[src/pump_io_params.svh]
// Constants for the pump discrete contact and relay block.
// Assumes a 100 MHz system clock; included by bare name.
`ifndef PUMP_IO_PARAMS_SVH
`define PUMP_IO_PARAMS_SVH

// Clock rate and timing figures
`define PIO_CLK_HZ 100000000
`define PIO_STATUS_DELAY_S 6
`define PIO_STATUS_DELAY_CYC (`PIO_STATUS_DELAY_S * `PIO_CLK_HZ)
`define PIO_DEBOUNCE_MS 10
`define PIO_DEBOUNCE_CYC (`PIO_DEBOUNCE_MS * (`PIO_CLK_HZ / 1000))

// Speed threshold in percent of rated speed
`define PIO_AT_SPEED_PCT 7'h50
`define PIO_FULL_PCT 7'h64

// Warning code window for the caution relay
`define PIO_WARN_CODE_LO 7'h56
`define PIO_WARN_CODE_HI 7'h5F

// Register byte offsets
`define PIO_REG_CTRL 4'h0
`define PIO_REG_WARN 4'h4
`define PIO_REG_RATED 4'h8
`define PIO_REG_STATUS 4'hC

// Control register fields
`define PIO_CTRL_FAILSAFE 0
`define PIO_CTRL_HALT_ANY 1
`define PIO_CTRL_OPMODE_LO 2
`define PIO_CTRL_OPMODE_HI 3
`define PIO_CTRL_ALTERNATE 4
`define PIO_CTRL_SW_RUN 5
`define PIO_CTRL_WIDTH 6
`define PIO_CTRL_RESET 6'h00
`define PIO_WARN_RESET 1'h1
`define PIO_RATED_RESET 16'h03E8

// Operating mode codes
`define PIO_OPMODE_LOCAL 2'h0
`define PIO_OPMODE_WIRED 2'h1
`define PIO_OPMODE_SERIAL 2'h2

// Relay indices
`define PIO_RLY_SPIN 0
`define PIO_RLY_ATSPEED 1
`define PIO_RLY_SPEEDUP 2
`define PIO_RLY_SLOWING 3
`define PIO_RLY_WIRED 4
`define PIO_RLY_FAULT 5
`define PIO_RLY_CAUTION 6
`define PIO_NUM_RELAYS 7
`define PIO_NUM_CONTACTS 4

// Contact indices
`define PIO_IN_START 0
`define PIO_IN_STOP 1
`define PIO_IN_RESET 2
`define PIO_IN_LOWSPEED 3

`endif

[src/pump_io_pkg.sv]
// Types for the pump discrete contact and relay block.
// Widths follow the constants header.
package pump_io_pkg;

    // Pump run request state
    typedef enum logic [0:0] {
        RUN_STOPPED,
        RUN_ACTIVE
    } run_state_type;

    // Pump status inputs from the motor controller
    typedef struct packed {
        logic rotating;
        logic accelerating;
        logic decelerating;
        logic alarm_active;
        logic warning_valid;
        logic [6:0] warning_code;
        logic regen_active;
        logic [15:0] speed;
    } pump_status_type;

    // Relay contact pair outputs
    typedef struct packed {
        logic [6:0] make_closed;
        logic [6:0] break_closed;
    } relay_pair_type;

    // Contact filter state
    typedef struct packed {
        logic sync_a;
        logic sync_b;
        logic stable;
        logic [31:0] count;
    } filter_state_type;

    // Power-on validity timer state
    typedef struct packed {
        logic [31:0] count;
        logic done;
    } valid_timer_state_type;

    // Main block state
    typedef struct packed {
        run_state_type run_state;
        logic [5:0] ctrl;
        logic warn_en;
        logic [15:0] rated;
        logic [31:0] readdata;
        logic waitreq;
        logic start_prev;
        logic reset_prev;
        logic alarm_reset;
        logic run_cmd;
        logic low_speed;
        relay_pair_type relays;
    } io_state_type;

endpackage : pump_io_pkg

[src/contact_filter.sv]
// Synchroniser and debouncer for one contact input.
// Assumes a bouncing level; output moves after DEBOUNCE_CYC stable cycles.
`timescale 1ns/1ns
`include "pump_io_params.svh"

module contact_filter #(
    parameter int unsigned DEBOUNCE_CYC = `PIO_DEBOUNCE_CYC
) (
    // Clock and reset
    input wire logic mclk_in,
    input wire logic reset_n_in,
    // Contact level, high while closed
    input wire logic contact_in,
    output logic clean_out
);

    pump_io_pkg::filter_state_type st_ff;
    pump_io_pkg::filter_state_type nxt_st;

    // Count while the synchronised level differs from the held level
    always_comb begin
        nxt_st = st_ff;
        nxt_st.sync_a = contact_in;
        nxt_st.sync_b = st_ff.sync_a; // First stage is read only here
        if (st_ff.sync_b == st_ff.stable) begin
            nxt_st.count = 32'h0;
        end else if (st_ff.count >= DEBOUNCE_CYC - 1) begin
            nxt_st.stable = st_ff.sync_b;
            nxt_st.count = 32'h0;
        end else begin
            nxt_st.count = st_ff.count + 32'h1;
        end
    end

    // State register
    always_ff @(posedge mclk_in or negedge reset_n_in) begin
        if (!reset_n_in) begin
            st_ff <= '0;
        end else begin
            st_ff <= nxt_st;
        end
    end

    assign clean_out = st_ff.stable;

endmodule : contact_filter

[src/valid_timer.sv]
// Power-on timer marking when status outputs are valid.
// Assumes reset_n_in is released when power comes up.
`timescale 1ns/1ns
`include "pump_io_params.svh"

module valid_timer #(
    parameter int unsigned DELAY_CYC = `PIO_STATUS_DELAY_CYC
) (
    // Clock and reset
    input wire logic mclk_in,
    input wire logic reset_n_in,
    // High once the settle time has run out
    output logic valid_out
);

    pump_io_pkg::valid_timer_state_type st_ff;
    pump_io_pkg::valid_timer_state_type nxt_st;

    // Count once after reset, then hold
    always_comb begin
        nxt_st = st_ff;
        if (!st_ff.done) begin
            if (st_ff.count >= DELAY_CYC - 1) begin
                nxt_st.done = 1'b1;
            end else begin
                nxt_st.count = st_ff.count + 32'h1;
            end
        end
    end

    // State register
    always_ff @(posedge mclk_in or negedge reset_n_in) begin
        if (!reset_n_in) begin
            st_ff <= '0;
        end else begin
            st_ff <= nxt_st;
        end
    end

    assign valid_out = st_ff.done;

endmodule : valid_timer

[src/pump_discrete_io_control.sv]
// Contact inputs and indicator relays of the pump controller.
// Assumes Avalon-MM access and contacts high while closed;
// motor status is synchronous to mclk_in.
//
// What this block does
// - Momentary wiring: start contact closure starts the pump.
// - Open stop contact stops the pump; stop is a closed loop.
// - Alternate wiring: run while stop loop closed, stop while open.
// - Start and stop together: stop wins.
// - One alarm reset per reset contact closure.
// - Reduced-speed contact selects the variable speed.
// - Spinning relay on while the rotor turns.
// - At-speed relay on above 80 percent of rated speed.
// - Speeding-up relay on while accelerating.
// - Slowing relay on while decelerating.
// - Hardwired-control relay on when contact control is available.
// - Fault relay follows the alarm, selected polarity.
// - Caution relay follows the warning, selected polarity.
// - Status outputs invalid for 6 seconds after power-up.
// - Fail-safe mode: make closed when healthy, else break.
// - Legacy mode drops hardwired indicator in regenerative control.
// - Fail-safe mode keeps hardwired indicator on when enabled.
// - Wired-only stop: acts only in hardwired mode.
// - Any-mode stop: open stop wins under serial control.
// - Register settings select stop and relay behaviour.
// - Caution only for warning codes 86 through 95 when enabled.
//
// Our own choices: the Avalon-MM register port and the register offsets.
`timescale 1ns/1ns
`include "pump_io_params.svh"

module pump_discrete_io_control #(
    parameter int unsigned STATUS_DELAY_CYC = `PIO_STATUS_DELAY_CYC,
    parameter int unsigned DEBOUNCE_CYC = `PIO_DEBOUNCE_CYC
) (
    // Clock and reset
    input wire logic mclk_in,
    input wire logic reset_n_in,
    // Avalon-MM slave
    input wire logic [3:0] avs_address_in,
    input wire logic avs_read_in,
    input wire logic avs_write_in,
    input wire logic [31:0] avs_writedata_in,
    output logic [31:0] avs_readdata_out,
    output logic avs_waitrequest_out,
    // Contact inputs, high while shorted to input ground
    input wire logic start_contact_in,
    input wire logic stop_contact_in,
    input wire logic reset_contact_in,
    input wire logic low_speed_contact_in,
    // Status from the motor controller
    input wire pump_io_pkg::pump_status_type pump_status_in,
    // Requests to the motor controller
    output logic run_cmd_out,
    output logic low_speed_out,
    output logic alarm_reset_out,
    // Indicator relays
    output pump_io_pkg::relay_pair_type relays_out,
    output logic status_valid_out
);

    pump_io_pkg::io_state_type st_ff;
    pump_io_pkg::io_state_type nxt_st;
    logic [`PIO_NUM_CONTACTS-1:0] raw_contacts;
    logic [`PIO_NUM_CONTACTS-1:0] clean;
    logic valid;
    logic valid_ff;

    assign raw_contacts[`PIO_IN_START] = start_contact_in;
    assign raw_contacts[`PIO_IN_STOP] = stop_contact_in;
    assign raw_contacts[`PIO_IN_RESET] = reset_contact_in;
    assign raw_contacts[`PIO_IN_LOWSPEED] = low_speed_contact_in;

    // One filter per contact so bounce never reaches the run logic
    for (genvar i = 0; i < `PIO_NUM_CONTACTS; i++) begin : g_filter
        contact_filter #(
            .DEBOUNCE_CYC(DEBOUNCE_CYC)
        ) u_filter (
            .mclk_in(mclk_in),
            .reset_n_in(reset_n_in),
            .contact_in(raw_contacts[i]),
            .clean_out(clean[i])
        );
    end

    // Settle timer after power-up
    valid_timer #(
        .DELAY_CYC(STATUS_DELAY_CYC)
    ) u_valid (
        .mclk_in(mclk_in),
        .reset_n_in(reset_n_in),
        .valid_out(valid)
    );

    // Re-time valid so the output comes from a flop
    always_ff @(posedge mclk_in or negedge reset_n_in) begin
        if (!reset_n_in) begin
            valid_ff <= 1'b0;
        end else begin
            valid_ff <= valid;
        end
    end

    // Decoded settings
    logic failsafe;
    logic halt_any;
    logic [1:0] opmode;
    logic wired_mode;
    logic serial_mode;
    logic alternate;
    logic sw_run;

    assign failsafe = st_ff.ctrl[`PIO_CTRL_FAILSAFE];
    assign halt_any = st_ff.ctrl[`PIO_CTRL_HALT_ANY];
    assign opmode = st_ff.ctrl[`PIO_CTRL_OPMODE_HI:`PIO_CTRL_OPMODE_LO];
    assign wired_mode = (opmode == `PIO_OPMODE_WIRED);
    assign serial_mode = (opmode == `PIO_OPMODE_SERIAL);
    assign alternate = st_ff.ctrl[`PIO_CTRL_ALTERNATE];
    assign sw_run = st_ff.ctrl[`PIO_CTRL_SW_RUN];

    // Contact events
    logic start_edge;
    logic reset_edge;
    logic stop_open;
    logic halt_now;

    assign start_edge = clean[`PIO_IN_START] & ~st_ff.start_prev;
    assign reset_edge = clean[`PIO_IN_RESET] & ~st_ff.reset_prev;
    assign stop_open = ~clean[`PIO_IN_STOP];
    // Wired-only setting ignores the loop outside hardwired mode
    assign halt_now = stop_open & (wired_mode | halt_any);

    // Speed comparison scaled to percent without a divider
    logic [23:0] speed_scaled;
    logic [23:0] rated_scaled;
    logic at_speed;

    assign speed_scaled = pump_status_in.speed * `PIO_FULL_PCT;
    assign rated_scaled = st_ff.rated * `PIO_AT_SPEED_PCT;
    assign at_speed = (speed_scaled > rated_scaled);

    // Warning window for the caution relay
    logic caution_cond;
    logic wired_ind;

    assign caution_cond = st_ff.warn_en & pump_status_in.warning_valid
        & (pump_status_in.warning_code >= `PIO_WARN_CODE_LO)
        & (pump_status_in.warning_code <= `PIO_WARN_CODE_HI);
    // Legacy mode hides it in regenerative ride-through
    assign wired_ind = wired_mode
        & (failsafe | ~pump_status_in.regen_active);

    // Condition per relay, before polarity is applied
    logic [`PIO_NUM_RELAYS-1:0] cond;

    always_comb begin
        cond = '0;
        cond[`PIO_RLY_SPIN] = pump_status_in.rotating;
        cond[`PIO_RLY_ATSPEED] = at_speed;
        cond[`PIO_RLY_SPEEDUP] = pump_status_in.accelerating;
        cond[`PIO_RLY_SLOWING] = pump_status_in.decelerating;
        cond[`PIO_RLY_WIRED] = wired_ind;
        cond[`PIO_RLY_FAULT] = pump_status_in.alarm_active;
        cond[`PIO_RLY_CAUTION] = caution_cond;
    end

    // Register read mux
    logic [31:0] rd_value;

    always_comb begin
        rd_value = 32'h0;
        unique case (avs_address_in)
            `PIO_REG_CTRL: begin
                rd_value[`PIO_CTRL_WIDTH-1:0] = st_ff.ctrl;
            end
            `PIO_REG_WARN: begin
                rd_value[0] = st_ff.warn_en;
            end
            `PIO_REG_RATED: begin
                rd_value[15:0] = st_ff.rated;
            end
            `PIO_REG_STATUS: begin
                rd_value[3:0] = clean;
                rd_value[4] = (st_ff.run_state == pump_io_pkg::RUN_ACTIVE);
                rd_value[5] = st_ff.low_speed;
                rd_value[6] = valid_ff;
                rd_value[7] = halt_now;
                rd_value[14:8] = cond;
            end
            default: begin
                rd_value = 32'h0; // Unmapped offsets read as zero
            end
        endcase
    end

    // Next-state logic
    logic bus_req;
    logic bus_done;

    assign bus_req = avs_read_in | avs_write_in;
    assign bus_done = bus_req & ~st_ff.waitreq;

    always_comb begin
        nxt_st = st_ff;

        // One wait cycle per access
        nxt_st.waitreq = ~(bus_req & st_ff.waitreq);
        if (bus_req & st_ff.waitreq) begin
            nxt_st.readdata = rd_value;
        end
        // Settings select stop scope and relay polarity
        if (avs_write_in & bus_done) begin
            unique case (avs_address_in)
                `PIO_REG_CTRL: begin
                    nxt_st.ctrl = avs_writedata_in[`PIO_CTRL_WIDTH-1:0];
                end
                `PIO_REG_WARN: begin
                    nxt_st.warn_en = avs_writedata_in[0];
                end
                `PIO_REG_RATED: begin
                    nxt_st.rated = avs_writedata_in[15:0];
                end
                default: begin
                    nxt_st.rated = st_ff.rated; // Read-only or unmapped
                end
            endcase
        end

        // Edge memories for momentary contacts
        nxt_st.start_prev = clean[`PIO_IN_START];
        nxt_st.reset_prev = clean[`PIO_IN_RESET];
        nxt_st.alarm_reset = reset_edge & wired_mode;

        // Run request; a stop overrides any start
        unique case (st_ff.run_state)
            pump_io_pkg::RUN_STOPPED: begin
                if (halt_now) begin
                    nxt_st.run_state = pump_io_pkg::RUN_STOPPED;
                end else if (wired_mode & alternate) begin
                    if (clean[`PIO_IN_STOP]) begin
                        nxt_st.run_state = pump_io_pkg::RUN_ACTIVE;
                    end
                end else if (wired_mode & start_edge) begin
                    nxt_st.run_state = pump_io_pkg::RUN_ACTIVE;
                end else if (serial_mode & sw_run) begin
                    nxt_st.run_state = pump_io_pkg::RUN_ACTIVE;
                end
            end
            pump_io_pkg::RUN_ACTIVE: begin
                if (halt_now) begin
                    nxt_st.run_state = pump_io_pkg::RUN_STOPPED;
                end else if (serial_mode & ~sw_run) begin
                    nxt_st.run_state = pump_io_pkg::RUN_STOPPED;
                end else if (opmode == `PIO_OPMODE_LOCAL) begin
                    nxt_st.run_state = pump_io_pkg::RUN_STOPPED;
                end
            end
        endcase
        nxt_st.run_cmd = (nxt_st.run_state == pump_io_pkg::RUN_ACTIVE);

        // Reduced speed follows its contact in hardwired mode
        nxt_st.low_speed = wired_mode & clean[`PIO_IN_LOWSPEED];

        // Relays released until status is valid
        for (int r = 0; r < `PIO_NUM_RELAYS; r++) begin
            if (!valid_ff) begin
                nxt_st.relays.make_closed[r] = 1'b0;
            end else if ((r == `PIO_RLY_FAULT || r == `PIO_RLY_CAUTION)
                    && failsafe) begin
                nxt_st.relays.make_closed[r] = ~cond[r];
            end else begin
                nxt_st.relays.make_closed[r] = cond[r];
            end
            nxt_st.relays.break_closed[r] = ~nxt_st.relays.make_closed[r];
        end
    end

    // State register
    always_ff @(posedge mclk_in or negedge reset_n_in) begin
        if (!reset_n_in) begin
            st_ff.run_state <= pump_io_pkg::RUN_STOPPED;
            st_ff.ctrl <= `PIO_CTRL_RESET;
            st_ff.warn_en <= `PIO_WARN_RESET;
            st_ff.rated <= `PIO_RATED_RESET;
            st_ff.readdata <= 32'h0;
            st_ff.waitreq <= 1'b1;
            st_ff.start_prev <= 1'b0;
            st_ff.reset_prev <= 1'b0;
            st_ff.alarm_reset <= 1'b0;
            st_ff.run_cmd <= 1'b0;
            st_ff.low_speed <= 1'b0;
            st_ff.relays.make_closed <= 7'h00;
            st_ff.relays.break_closed <= 7'h7F;
        end else begin
            st_ff <= nxt_st;
        end
    end

    // Outputs straight from flops
    assign avs_readdata_out = st_ff.readdata;
    assign avs_waitrequest_out = st_ff.waitreq;
    assign run_cmd_out = st_ff.run_cmd;
    assign low_speed_out = st_ff.low_speed;
    assign alarm_reset_out = st_ff.alarm_reset;
    assign relays_out = st_ff.relays;
    assign status_valid_out = valid_ff;

endmodule : pump_discrete_io_control

[config.mk]
export PLATFORM = sky130hd
export DESIGN_NAME = pump_discrete_io_control
export DESIGN_NICKNAME = d
export VERILOG_FILES = /design/src/pump_io_pkg.sv /design/src/contact_filter.sv /design/src/valid_timer.sv /design/src/pump_discrete_io_control.sv
export VERILOG_INCLUDE_DIRS = /design/src
export SDC_FILE = /design/constraint.sdc
export NUM_CORES = 1
export LEC_CHECK = 0
export ABC_AREA = 1
export BUFFER_PORTS_ARGS = -buffer_cell sky130_fd_sc_hd__buf_4
export CAP_MARGIN = 10
export CORE_MARGIN = 5
export CORE_UTILIZATION = 55
export DETAILED_ROUTE_END_ITERATION = 10
export HOLD_SLACK_MARGIN = 0.05
export PLACE_DENSITY = 0.71
export SYNTH_ARGS = -nofsm -noshare
export SYNTH_HDL_FRONTEND = slang
export SYNTH_SLANG_ARGS = --single-unit
[constraint.sdc]
create_clock -name mclk_in -period 6 [get_ports mclk_in]
set_clock_uncertainty 0.15 [all_clocks]
set_input_delay 0.9 -clock mclk_in [delete_from_list [all_inputs] [get_ports mclk_in]]
set_output_delay 0.9 -clock mclk_in [all_outputs]
set_load 0.05 [all_outputs]
### Yosys cells after proc, flatten, opt, wreduce, memory -nomap -nowiden

Cells that the tools add are included.

| storage, ports and cells | value |
|---|---|
| register bits | 233 |

| operators by class | value |
|---|---|
| $mul | 2 |
| $lt $le $gt $ge | 8 |
| reductions and logical operators | 10 |
| $add $sub $neg | 5 |
| bitwise logic cells | 42 |
| eq/ne operators | 9 |
| muxes and demuxes | 32 |

Operators by type and width:

| operator | number |
|---|---|
| 32-bit two-way mux | 8 |
| 32-bit by 1-bit adder with 32-bit output, second input constant | 5 |
| 32-bit by 20-bit >= comparator with 1-bit output, second input constant | 4 |
| 32-bit by 30-bit >= comparator with 1-bit output, second input constant | 1 |
| 23-bit > comparator | 1 |
| 1-bit NOT | 23 |
| 16-bit by 5-bit multiplier with 21-bit output, second input constant | 1 |
| 1-bit two-way mux | 20 |
| 16-bit by 3-bit multiplier with 19-bit output, second input constant | 1 |
| 9-bit case mux with 2 select lines | 1 |
| 1-bit bitwise AND | 16 |
| 2-bit AND reduction | 8 |
| 5-bit case mux with 3 select lines | 1 |
| 4-bit equality test, second input constant | 2 |
| 7-bit >= comparator, second input constant | 1 |
| 7-bit <= comparator, second input constant | 1 |
| 1-bit equality test | 4 |
| 4-bit by 3-bit equality test with 1-bit output, second input constant | 1 |
| 4-bit logical NOT | 1 |
| 1-bit case mux with 4 select lines | 1 |
| 1-bit OR | 3 |
| 2-bit by 1-bit equality test with 1-bit output, second input constant | 1 |
| 2-bit equality test, second input constant | 1 |
| 2-bit logical NOT | 1 |
| 1-bit case mux with 2 select lines | 1 |

### Logic depth before layout (Yosys ltp)

Gate-level depths: netlist of the first run.

| logic depth | value |
|---|---|
| depth after elaboration | 7 |
| mapped depth | 25 |
| mapped depth without buffers | 25 |

### By module

From an unflattened synthesis of the first run, not the netlist that was laid out.

| unflattened totals | value |
|---|---|
| cells, all modules | 1,798 |
| area, all modules | 14,306.2 um2 |

By module, submodules not included:

| module | cells each | sequential area each (um2) | area an instance (um2) | times used |
|---|---|---|---|---|
| contact_filter | 180 | 875.8 | 1,567.8 | 4 |
| pump_discrete_io_control | 747 | 1,520.2 | 5,849.4 | 1 |
| valid_timer | 331 | 825.8 | 2,185.8 | 1 |

### Worst setup path after synthesis of the first run

OpenSTA, ideal clock, no wires.

| timing | value |
|---|---|
| path type | input to register |
| from | input pump_status_in[3] (netlist bit) |
| to | register st_ff (netlist bit avs_readdata_out[9]) |
| stages on the path | 25 |
| setup slack | 1.706 ns |
| buffers on the path | 0 |
| required time | 5.773 ns |
| arrival time | 4.067 ns |
| cells stage by stage | ha_1 > ha_1 > inv_1 > fa_1 > inv_1 > ha_1 > a21oi_1 > o21ai_0 > nand2_1 > nand2_1 > nand2_1 > nand2_1 > nand2_1 > nand2_1 > nand2_1 > nand2_1 > ha_1 > nand2_1 > nor2_1 > nand2_1 > nor2_1 > nand2_1 > nand3_1 > nand3_1 > a21oi_1 |

| on the way | value |
|---|---|
| word-level cells in the longest chain between the ends | 3 |

Ends and longest elaborated chain:

| what | line | RTL |
|---|---|---|
| start, declared | pump_discrete_io_control.sv:52 | `input wire pump_io_pkg::pump_status_type pump_status_in,` |
| 16-bit by 5-bit multiplier with 21-bit output (no line) | - |  |
| 23-bit > comparator | pump_discrete_io_control.sv:140 | `assign at_speed = (speed_scaled > rated_scaled);` |
| 9-bit case mux with 2 select lines | pump_discrete_io_control.sv:172 | `unique case (avs_address_in)` |
| end signal, assigned | pump_discrete_io_control.sv:295 | `st_ff <= nxt_st;` |
| end, declared | pump_discrete_io_control.sv:62 | `pump_io_pkg::io_state_type st_ff;` |

Every way passes these cells.
A chain may end at the register's enable or synchronous reset.

==> impl_metrics.json, run 1 <==
{
  "initial_core_utilization": 0.556,
  "final-hold-violation-count": 0,
  "setup_viol": 0,
  "post_dp_cell_area_um2": 14800,
  "fin_crit_sh": 0.730,
  "grt_start_max_net_pins": 120,
  "dominantRegCellSynth": "sky130_fd_sc_hd__dfrtp_1",
  "fill_cells": 2232,
  "cts.hold.buffers_added": 0,
  "cap_violations": 0,
  "ys_top_cells_by_area": "sky130_fd_sc_hd__dfrtp_1 39%, sky130_fd_sc_hd__nand2_1 9.9%, sky130_fd_sc_hd__ha_1 9.4%",
  "areaGrowthSynthToFinish_pct": 12.4,
  "fraction_of_final_layout_cells_with_drive_strength_greater_than_1": 0.0953,
  "clk-insertion-delay-late_ps": 510,
  "synthesis.area_per_instance_um2": 8.13,
  "slew_headroom": 0.302,
  "synth-edff-count": 0,
  "place_inst": 2132,
  "rsz0062_at_grt": "false",
  "grt_util_all_layers": 0.198,
  "global_route_wire_length_before_repair_mm": 48.1,
  "routabilityCongestion": 0.868,
  "io_pins": 124,
  "route.vias.total": 10903,
  "post-route-drc-count": 0,
  "core_area_um2": 25100,
  "yosysUniqueCellTypes": 43,
  "drt_iter0_markers": 723,
  "n_antenna_cell": 0,
  "yosys.area_share.adder": 0.111,
  "residual_overflow_from_global_routing": 0,
  "wire_per_inst_um": 13.0,
  "async_reset_ff_frac": 1.00,
  "final_instance_area_um2": 15700,
  "drt_first_pass_iters": 5,
  "h_tree_level_count": 1,
  "drt_wl_total_mm": 28.2,
  "synth_simple_gate_area_frac": 0.243,
  "place_worst_setup_slack_ps": 1140,
  "design_power_total_uw": 4470,
  "synth.yosys.seq_area_share": 0.419,
  "synthesis.area_um2": 14000,
  "timing.hold.worst.class": "reg -> reg",
  "dieHeight_um": 169,
  "maximum_count_of_clock_buffers_along_a_single_path": 3,
  "cp_max_fo": 4,
  "tritoncts.num_buffers": 25,
  "synth_mux_area_frac": 0.00565,
  "timing_worst_slew_pin_value_ps": 1050,
  "cp_slowest_cell": "sky130_fd_sc_hd__fa_1",
  "post_synth_inst_count": 1716,
  "port_buffers": 90,
  "cp_common_cell": "sky130_fd_sc_hd__nand2_1",
  "chipWidth_um": 169,
  "layout_min_cycle_time_ps": 4380,
  "critical_path_class": "in -> reg",
  "postSynthRegisterBits": 233,
  "status": "finished, final reports clean",
  "critical_path.top_delay_family": "adder cells",
  "route.antenna.remaining_nets": 0,
  "cts_setup_buffers": 0,
  "slowest_delay_ps": 490,
  "setup_slack_ps": 1620,
  "fp.dieArea_um2": 28700,
  "critPathRequiredTime_ps": 6300,
  "synth_top_family_by_area": "simple AND/OR/NAND/NOR gates",
  "ctsResizeCount": 0,
  "setup-tns-final_ps": 0,
  "power.density_cell_area_nw_per_um2": 285,
  "synth_compound_gate_area_share": 0.0594,
  "cts_tree": "built",
  "clk_pin_slew_worst_paths_ps": 70,
  "critical_path_buf_inv_count": 4,
  "start_kind": "primary input",
  "cp_data_arrival_time_ps": 4690,
  "netlist.area_leader.share": 0.391,
  "vias_per_cell": 5.01,
  "power_leakage_uw": 0.00755,
  "grt_pass1_vias": 10487,
  "clock_tree.root_cell": "sky130_fd_sc_hd__clkbuf_16",
  "worst_voltage_drop_across_the_vdd_grid_mv": 0.236,
  "placementRows": 58,
  "slew_viol_final": 0,
  "yosys.area.top_type": "sky130_fd_sc_hd__dfrtp_1",
  "finish.net_count": 2019,
  "clkSinkCount": 233,
  "layout_cells_excl_fill": 2176,
  "synth-xor-area-share": 0.0640,
  "critical_path.endpoint_type": "flip-flop",
  "dp_hpwl_mm": 21.4,
  "ys_warns": 0,
  "initial_antenna_violation_count": 2,
  "clock.fmax_ghz": 0.228
}
kinds of logic (layout without fill, tap and decap cells):
logic type | Yosys count | in the layout
compound gates | 151 | 151
xor+xnor | 102 | 102
fa+ha+maj | 117 | 117
buf+inv | 304 | 371
flops | 233 | 233
mux | 7 | 7
other cells | 1 | 64
simple gates | 801 | 801
cell usage after synthesis (6+ instances only):
cell and count:
sky130_fd_sc_hd__nand2_1 369, sky130_fd_sc_hd__nor2_1 231, sky130_fd_sc_hd__inv_1 230, sky130_fd_sc_hd__dfrtp_1 218, sky130_fd_sc_hd__ha_1 105, sky130_fd_sc_hd__nand3_1 76
sky130_fd_sc_hd__xor2_1 71, sky130_fd_sc_hd__o21ai_0 62, sky130_fd_sc_hd__buf_4 49, sky130_fd_sc_hd__a21oi_1 44, sky130_fd_sc_hd__nor3_1 43, sky130_fd_sc_hd__nand4_1 40
sky130_fd_sc_hd__xnor2_1 31, sky130_fd_sc_hd__dfstp_2 15, sky130_fd_sc_hd__fa_1 12, sky130_fd_sc_hd__nand3b_1 12, sky130_fd_sc_hd__nor4_1 12, sky130_fd_sc_hd__buf_2 10
sky130_fd_sc_hd__o21ai_1 10, sky130_fd_sc_hd__clkbuf_1 9, sky130_fd_sc_hd__o21bai_1 9, sky130_fd_sc_hd__a31oi_1 8, sky130_fd_sc_hd__mux2_2 7, sky130_fd_sc_hd__nor2_2 7
sky130_fd_sc_hd__a21o_1 6
cell type report:
| type | count | area, um2 | area share |
|---|---|---|---|
| Inverter | 234 | 878 | 0.0560 |
| Multi-Input combinational cell | 1242 | 6990 | 0.446 |
| Timing Repair Buffer | 93 | 706 | 0.0450 |
| Clock buffer | 28 | 657 | 0.0419 |
| Tap cell | 330 | 413 | 0.0263 |
| Sequential cell | 233 | 5850 | 0.373 |
| Clock inverter | 16 | 188 | 0.0120 |
registers in the layout, indices dropped and copies added, names as in the netlist, 2 cells and up:
register and cells:
avs_readdata_out 16, g_filter.u_filter.clean_out 4, g_filter.u_filter.nxt_st 4, g_filter.u_filter.st_ff 132, opmode 2, relays_out 14, st_ff 20, u_valid.st_ff 32
worst paths after layout:
path                       cells past startpoint  slack, ps                                        to                                       from
max                                           26       1620                   relays_out[8]$_DFF_PN0_                          pump_status_in[3]
min                                            0        200  g_filter[0].u_filter.st_ff[33]$_DFF_PN0_  g_filter[0].u_filter.nxt_st[33]$_DFF_PN0_
max reg2reg                                   18       2510                   relays_out[8]$_DFF_PN0_                      st_ff[61]$_DFFE_PN1P_
min reg2reg                                    0        200  g_filter[0].u_filter.st_ff[33]$_DFF_PN0_  g_filter[0].u_filter.nxt_st[33]$_DFF_PN0_
max in group asynchronous                      2       4080  g_filter[1].u_filter.st_ff[25]$_DFF_PN0_                                 reset_n_in
min in group asynchronous                      1        290                   relays_out[8]$_DFF_PN0_                                 reset_n_in
per-stage QoR:
step	hold slack [ps]	utilization
floorplan	181	-
CTS	199	0.625
detailed placement	185	0.591
global placement	184	0.591
global route	201	0.625
finish	199	0.625
layout by cell type (no fill, tap or decap), drive strengths merged, types with 40 or more instances in the layout:
cell type and instances:
ha 105, a21oi 44, conb 64, buf 93, nand2 371, dfrtp 218
o21ai 72, nand4 40, nand3 78, nor2 238, xor2 71, nor3 45
inv 236
routing by layer:
| metal | share of wire | GRT usage |
|---|---|---|
| met2 | 0.46 | 0.333 |
| met5 | 0.00096 | 0 |
| met4 | 0.018 | 0.0389 |
| met1 | 0.47 | 0.273 |
| met3 | 0.056 | 0.0347 |
power breakdown:
| group | switching (uW) | total, uW | leakage, uW | internal (uW) |
|---|---|---|---|---|
| clock | 630 | 1560 | 0.000403 | 926 |
| combinational | 748 | 1210 | 0.00413 | 461 |
| sequential | 60.2 | 1710 | 0.00302 | 1650 |
| total | 1440 | 4470 | 0.00755 | 3040 |
Power figures use the tool's default switching activity.
==> run 2: changes to the inputs <==
--- a/config.mk
+++ b/config.mk
@@ -13,7 +13,7 @@
 export CORE_UTILIZATION = 55
 export DETAILED_ROUTE_END_ITERATION = 10
 export HOLD_SLACK_MARGIN = 0.05
-export PLACE_DENSITY = 0.71
+export PLACE_DENSITY = 0.73
 export SYNTH_ARGS = -nofsm -noshare
 export SYNTH_HDL_FRONTEND = slang
 export SYNTH_SLANG_ARGS = --single-unit
==> constraint.sdc (replaced) <==
create_clock -name mclk_in -period 3.6 [get_ports mclk_in]
set_clock_uncertainty 0.15 [all_clocks]
set_input_delay 0.54 -clock mclk_in [delete_from_list [all_inputs] [get_ports mclk_in]]
set_output_delay 0.54 -clock mclk_in [all_outputs]
set_load 0.05 [all_outputs]
==> impl_metrics.json, run 2 (synthesized netlist as in run 1, its figures left out) <==
{
  "sequential_cell_area_um2": 5850,
  "critical_path.endpoint_type": "flip-flop",
  "wire_per_inst_um": 13.4,
  "route.antenna.remaining_nets": 0,
  "setup_slack_ps": 53.3,
  "post-route-drc-count": 0,
  "vias_per_cell": 5.05,
  "fp.dieArea_um2": 28700,
  "timing_worst_slew_pin_value_ps": 927,
  "worstSetupStartpoint": "pump_status_in[5]",
  "critPathRequiredTime_ps": 3900,
  "cap_violations": 0,
  "worst_voltage_drop_across_the_vdd_grid_mv": 0.400,
  "fraction_of_final_layout_cells_with_drive_strength_greater_than_1": 0.170,
  "crit_end": "avs_readdata_out[9]$_DFFE_PN0P_",
  "h_tree_level_count": 1,
  "clk-insertion-delay-late_ps": 530,
  "status": "finished, final reports clean",
  "clkSinkCount": 233,
  "drt_wl_total_mm": 30.0,
  "layout_min_cycle_time_ps": 3550,
  "layout_common_cells": "350 x sky130_fd_sc_hd__nand2_1, 224 x sky130_fd_sc_hd__nor2_1, 218 x sky130_fd_sc_hd__dfrtp_1",
  "io_pins": 124,
  "cp_data_arrival_time_ps": 3850,
  "rsz0062_at_grt": "true",
  "initial_antenna_violation_count": 1,
  "core_area_um2": 25100,
  "residual_overflow_from_global_routing": 0,
  "clk_pin_slew_worst_paths_ps": 60,
  "setup-tns-final_ps": 0,
  "finish.net_count": 2082,
  "dieHeight_um": 169,
  "power.density_cell_area_nw_per_um2": 514,
  "grt_util_all_layers": 0.209,
  "critical_path_class": "in -> reg",
  "setup_viol": 0,
  "clock.fmax_ghz": 0.282,
  "mostFrequentLayoutCell": "sky130_fd_sc_hd__nand2_1",
  "layout_cells_excl_fill": 2243,
  "hold_path_depth": 2,
  "port_buffers": 90,
  "power_leakage_uw": 0.00802,
  "areaGrowthSynthToFinish_pct": 21.7,
  "place_inst": 2182,
  "fill_cells": 2058,
  "clock_tree.root_cell": "sky130_fd_sc_hd__clkbuf_16",
  "cts_tree": "built",
  "chipWidth_um": 169,
  "fin_crit_sh": 0.985,
  "post_layout_utilization_of_the_core": 0.676,
  "crit-reg2reg-launch": "st_ff[59]$_DFFE_PN1P_",
  "tritoncts.num_buffers": 26,
  "place_worst_setup_slack_ps": -503,
  "dp_hpwl_mm": 22.1,
  "route.vias.total": 11334,
  "worst_r2r_endpoint": "avs_readdata_out[9]$_DFFE_PN0P_",
  "start_kind": "primary input",
  "largest-register": "g_filter.u_filter.st_ff",
  "grt_start_max_net_pins": 124,
  "placementRows": 58,
  "initial_core_utilization": 0.556,
  "final-hold-violation-count": 0,
  "worstRegToRegCells": 19,
  "drt_first_pass_iters": 5,
  "drt_iter0_markers": 688,
  "slew_headroom": 0.382,
  "timing.hold.worst.class": "in -> reg",
  "biggestRegsByFlops": "g_filter.u_filter.st_ff (132), u_valid.st_ff (32), st_ff (20)",
  "setup.reg_to_reg.worst_slack_ps": 210,
  "maximum_count_of_clock_buffers_along_a_single_path": 3,
  "largest_reg_flops": 132,
  "multi_input_comb_area_um2": 7550,
  "slew_viol_final": 0,
  "cp_max_fo": 4,
  "global_route_wire_length_before_repair_mm": 51.1,
  "grt_pass1_vias": 11163,
  "routabilityCongestion": 0.877
}
run 2: changes by cell type in the layout (fill, tap and decap cells not counted), moves of 6 or more:
cell,change
sky130_fd_sc_hd__buf_4,+50
sky130_fd_sc_hd__ha_1,-25
sky130_fd_sc_hd__ha_4,+25
sky130_fd_sc_hd__nand2_1,-19
sky130_fd_sc_hd__nand2_2,+15
sky130_fd_sc_hd__inv_1,-13
sky130_fd_sc_hd__inv_2,+13
sky130_fd_sc_hd__a21oi_1,-11
sky130_fd_sc_hd__a21oi_2,+9
sky130_fd_sc_hd__dlygate4sd3_1,+8
sky130_fd_sc_hd__nand3_1,-7
sky130_fd_sc_hd__nand3_2,+7
sky130_fd_sc_hd__nor2_1,-7
sky130_fd_sc_hd__bufinv_16,+6
run 2: repair_timing:
item                       in CTS  in global routing
hold endpoints to repair      111                  0
setup endpoints to repair       0                  3
hold buffers                    8                  0
setup buffers                   0                  4
gates resized for setup         0                 65
run 2: final cells by class:
| cell class | instances | area share |
|---|---|---|
| clock buffers | 33 | 0.0441 |
| clock inverters | 15 | 0.0186 |
| flip-flops and latches | 233 | 0.344 |
| multi-input cells | 1242 | 0.445 |
| inverters | 234 | 0.0517 |
| diodes | 1 | 0.000147 |
| well taps | 330 | 0.0243 |
| repair buffers | 155 | 0.0723 |
run 2: report_power, final:
group / internal (uW) / total, uW / switching [uW] / leakage, uW
Sequential: 2750 / 2850 / 103 / 0.00302
Clock: 2120 / 3200 / 1080 / 0.000522
Combinational: 1170 / 2670 / 1500 / 0.00448
run 2: critical path: stages:
cell and delay, ps:
sky130_fd_sc_hd__buf_4 130, sky130_fd_sc_hd__ha_1 290, sky130_fd_sc_hd__ha_1 280, sky130_fd_sc_hd__inv_1 50, sky130_fd_sc_hd__fa_1 490, sky130_fd_sc_hd__inv_2 50
sky130_fd_sc_hd__ha_4 260, sky130_fd_sc_hd__nand2_4 90, sky130_fd_sc_hd__a21oi_2 40, sky130_fd_sc_hd__nor2_1 150, sky130_fd_sc_hd__nand2_2 110, sky130_fd_sc_hd__nand3_2 70
sky130_fd_sc_hd__nand2_1 60, sky130_fd_sc_hd__xor2_1 170, sky130_fd_sc_hd__ha_1 320, sky130_fd_sc_hd__nand2_4 70, sky130_fd_sc_hd__nor2_4 130, sky130_fd_sc_hd__nand2_1 80
sky130_fd_sc_hd__nor2_1 100, sky130_fd_sc_hd__nand2_1 70, sky130_fd_sc_hd__nand3_2 110, sky130_fd_sc_hd__nand3_2 100, sky130_fd_sc_hd__a21oi_2 120
run 2: per-layer routing:
| metal | vias to the layer above | global-route usage | routed length, um |
|---|---|---|---|
| met5 | - | 0 | 0 |
| met4 | 0 | 0.0487 | 596 |
| met3 | 50 | 0.0303 | 1470 |
| met2 | 267 | 0.369 | 15000 |
| met1 | 5283 | 0.273 | 12900 |
| li1 | 5734 | - | - |
run 2: worst min-delay path by stage:
| stage | start | to | slack [ps] |
|---|---|---|---|
| floorplan | reset_n_in | alarm_reset_out$_DFF_PN0_ | 90 |
| global placement | g_filter[1].u_filter.nxt_st[33]$_DFF_PN0_ | g_filter[1].u_filter.st_ff[33]$_DFF_PN0_ | 180 |
| detailed placement | g_filter[2].u_filter.nxt_st[33]$_DFF_PN0_ | g_filter[2].u_filter.st_ff[33]$_DFF_PN0_ | 180 |
| CTS | avs_writedata_in[8] | st_ff[60]$_DFFE_PN1P_ | 100 |
| global route | avs_writedata_in[10] | st_ff[62]$_DFFE_PN0P_ | 100 |
| finish | avs_writedata_in[8] | st_ff[60]$_DFFE_PN1P_ | 110 |
run 2: stage by stage:
stage               total power, uW  area [um2]  hold WS, ps
detailed placement             5290       15500          185
CTS                            8530       16600         97.4
finish                         8720       17000          111
floorplan                      4540       14400         94.4
global route                   9270       17000         95.7
global placement               5220       15500          185
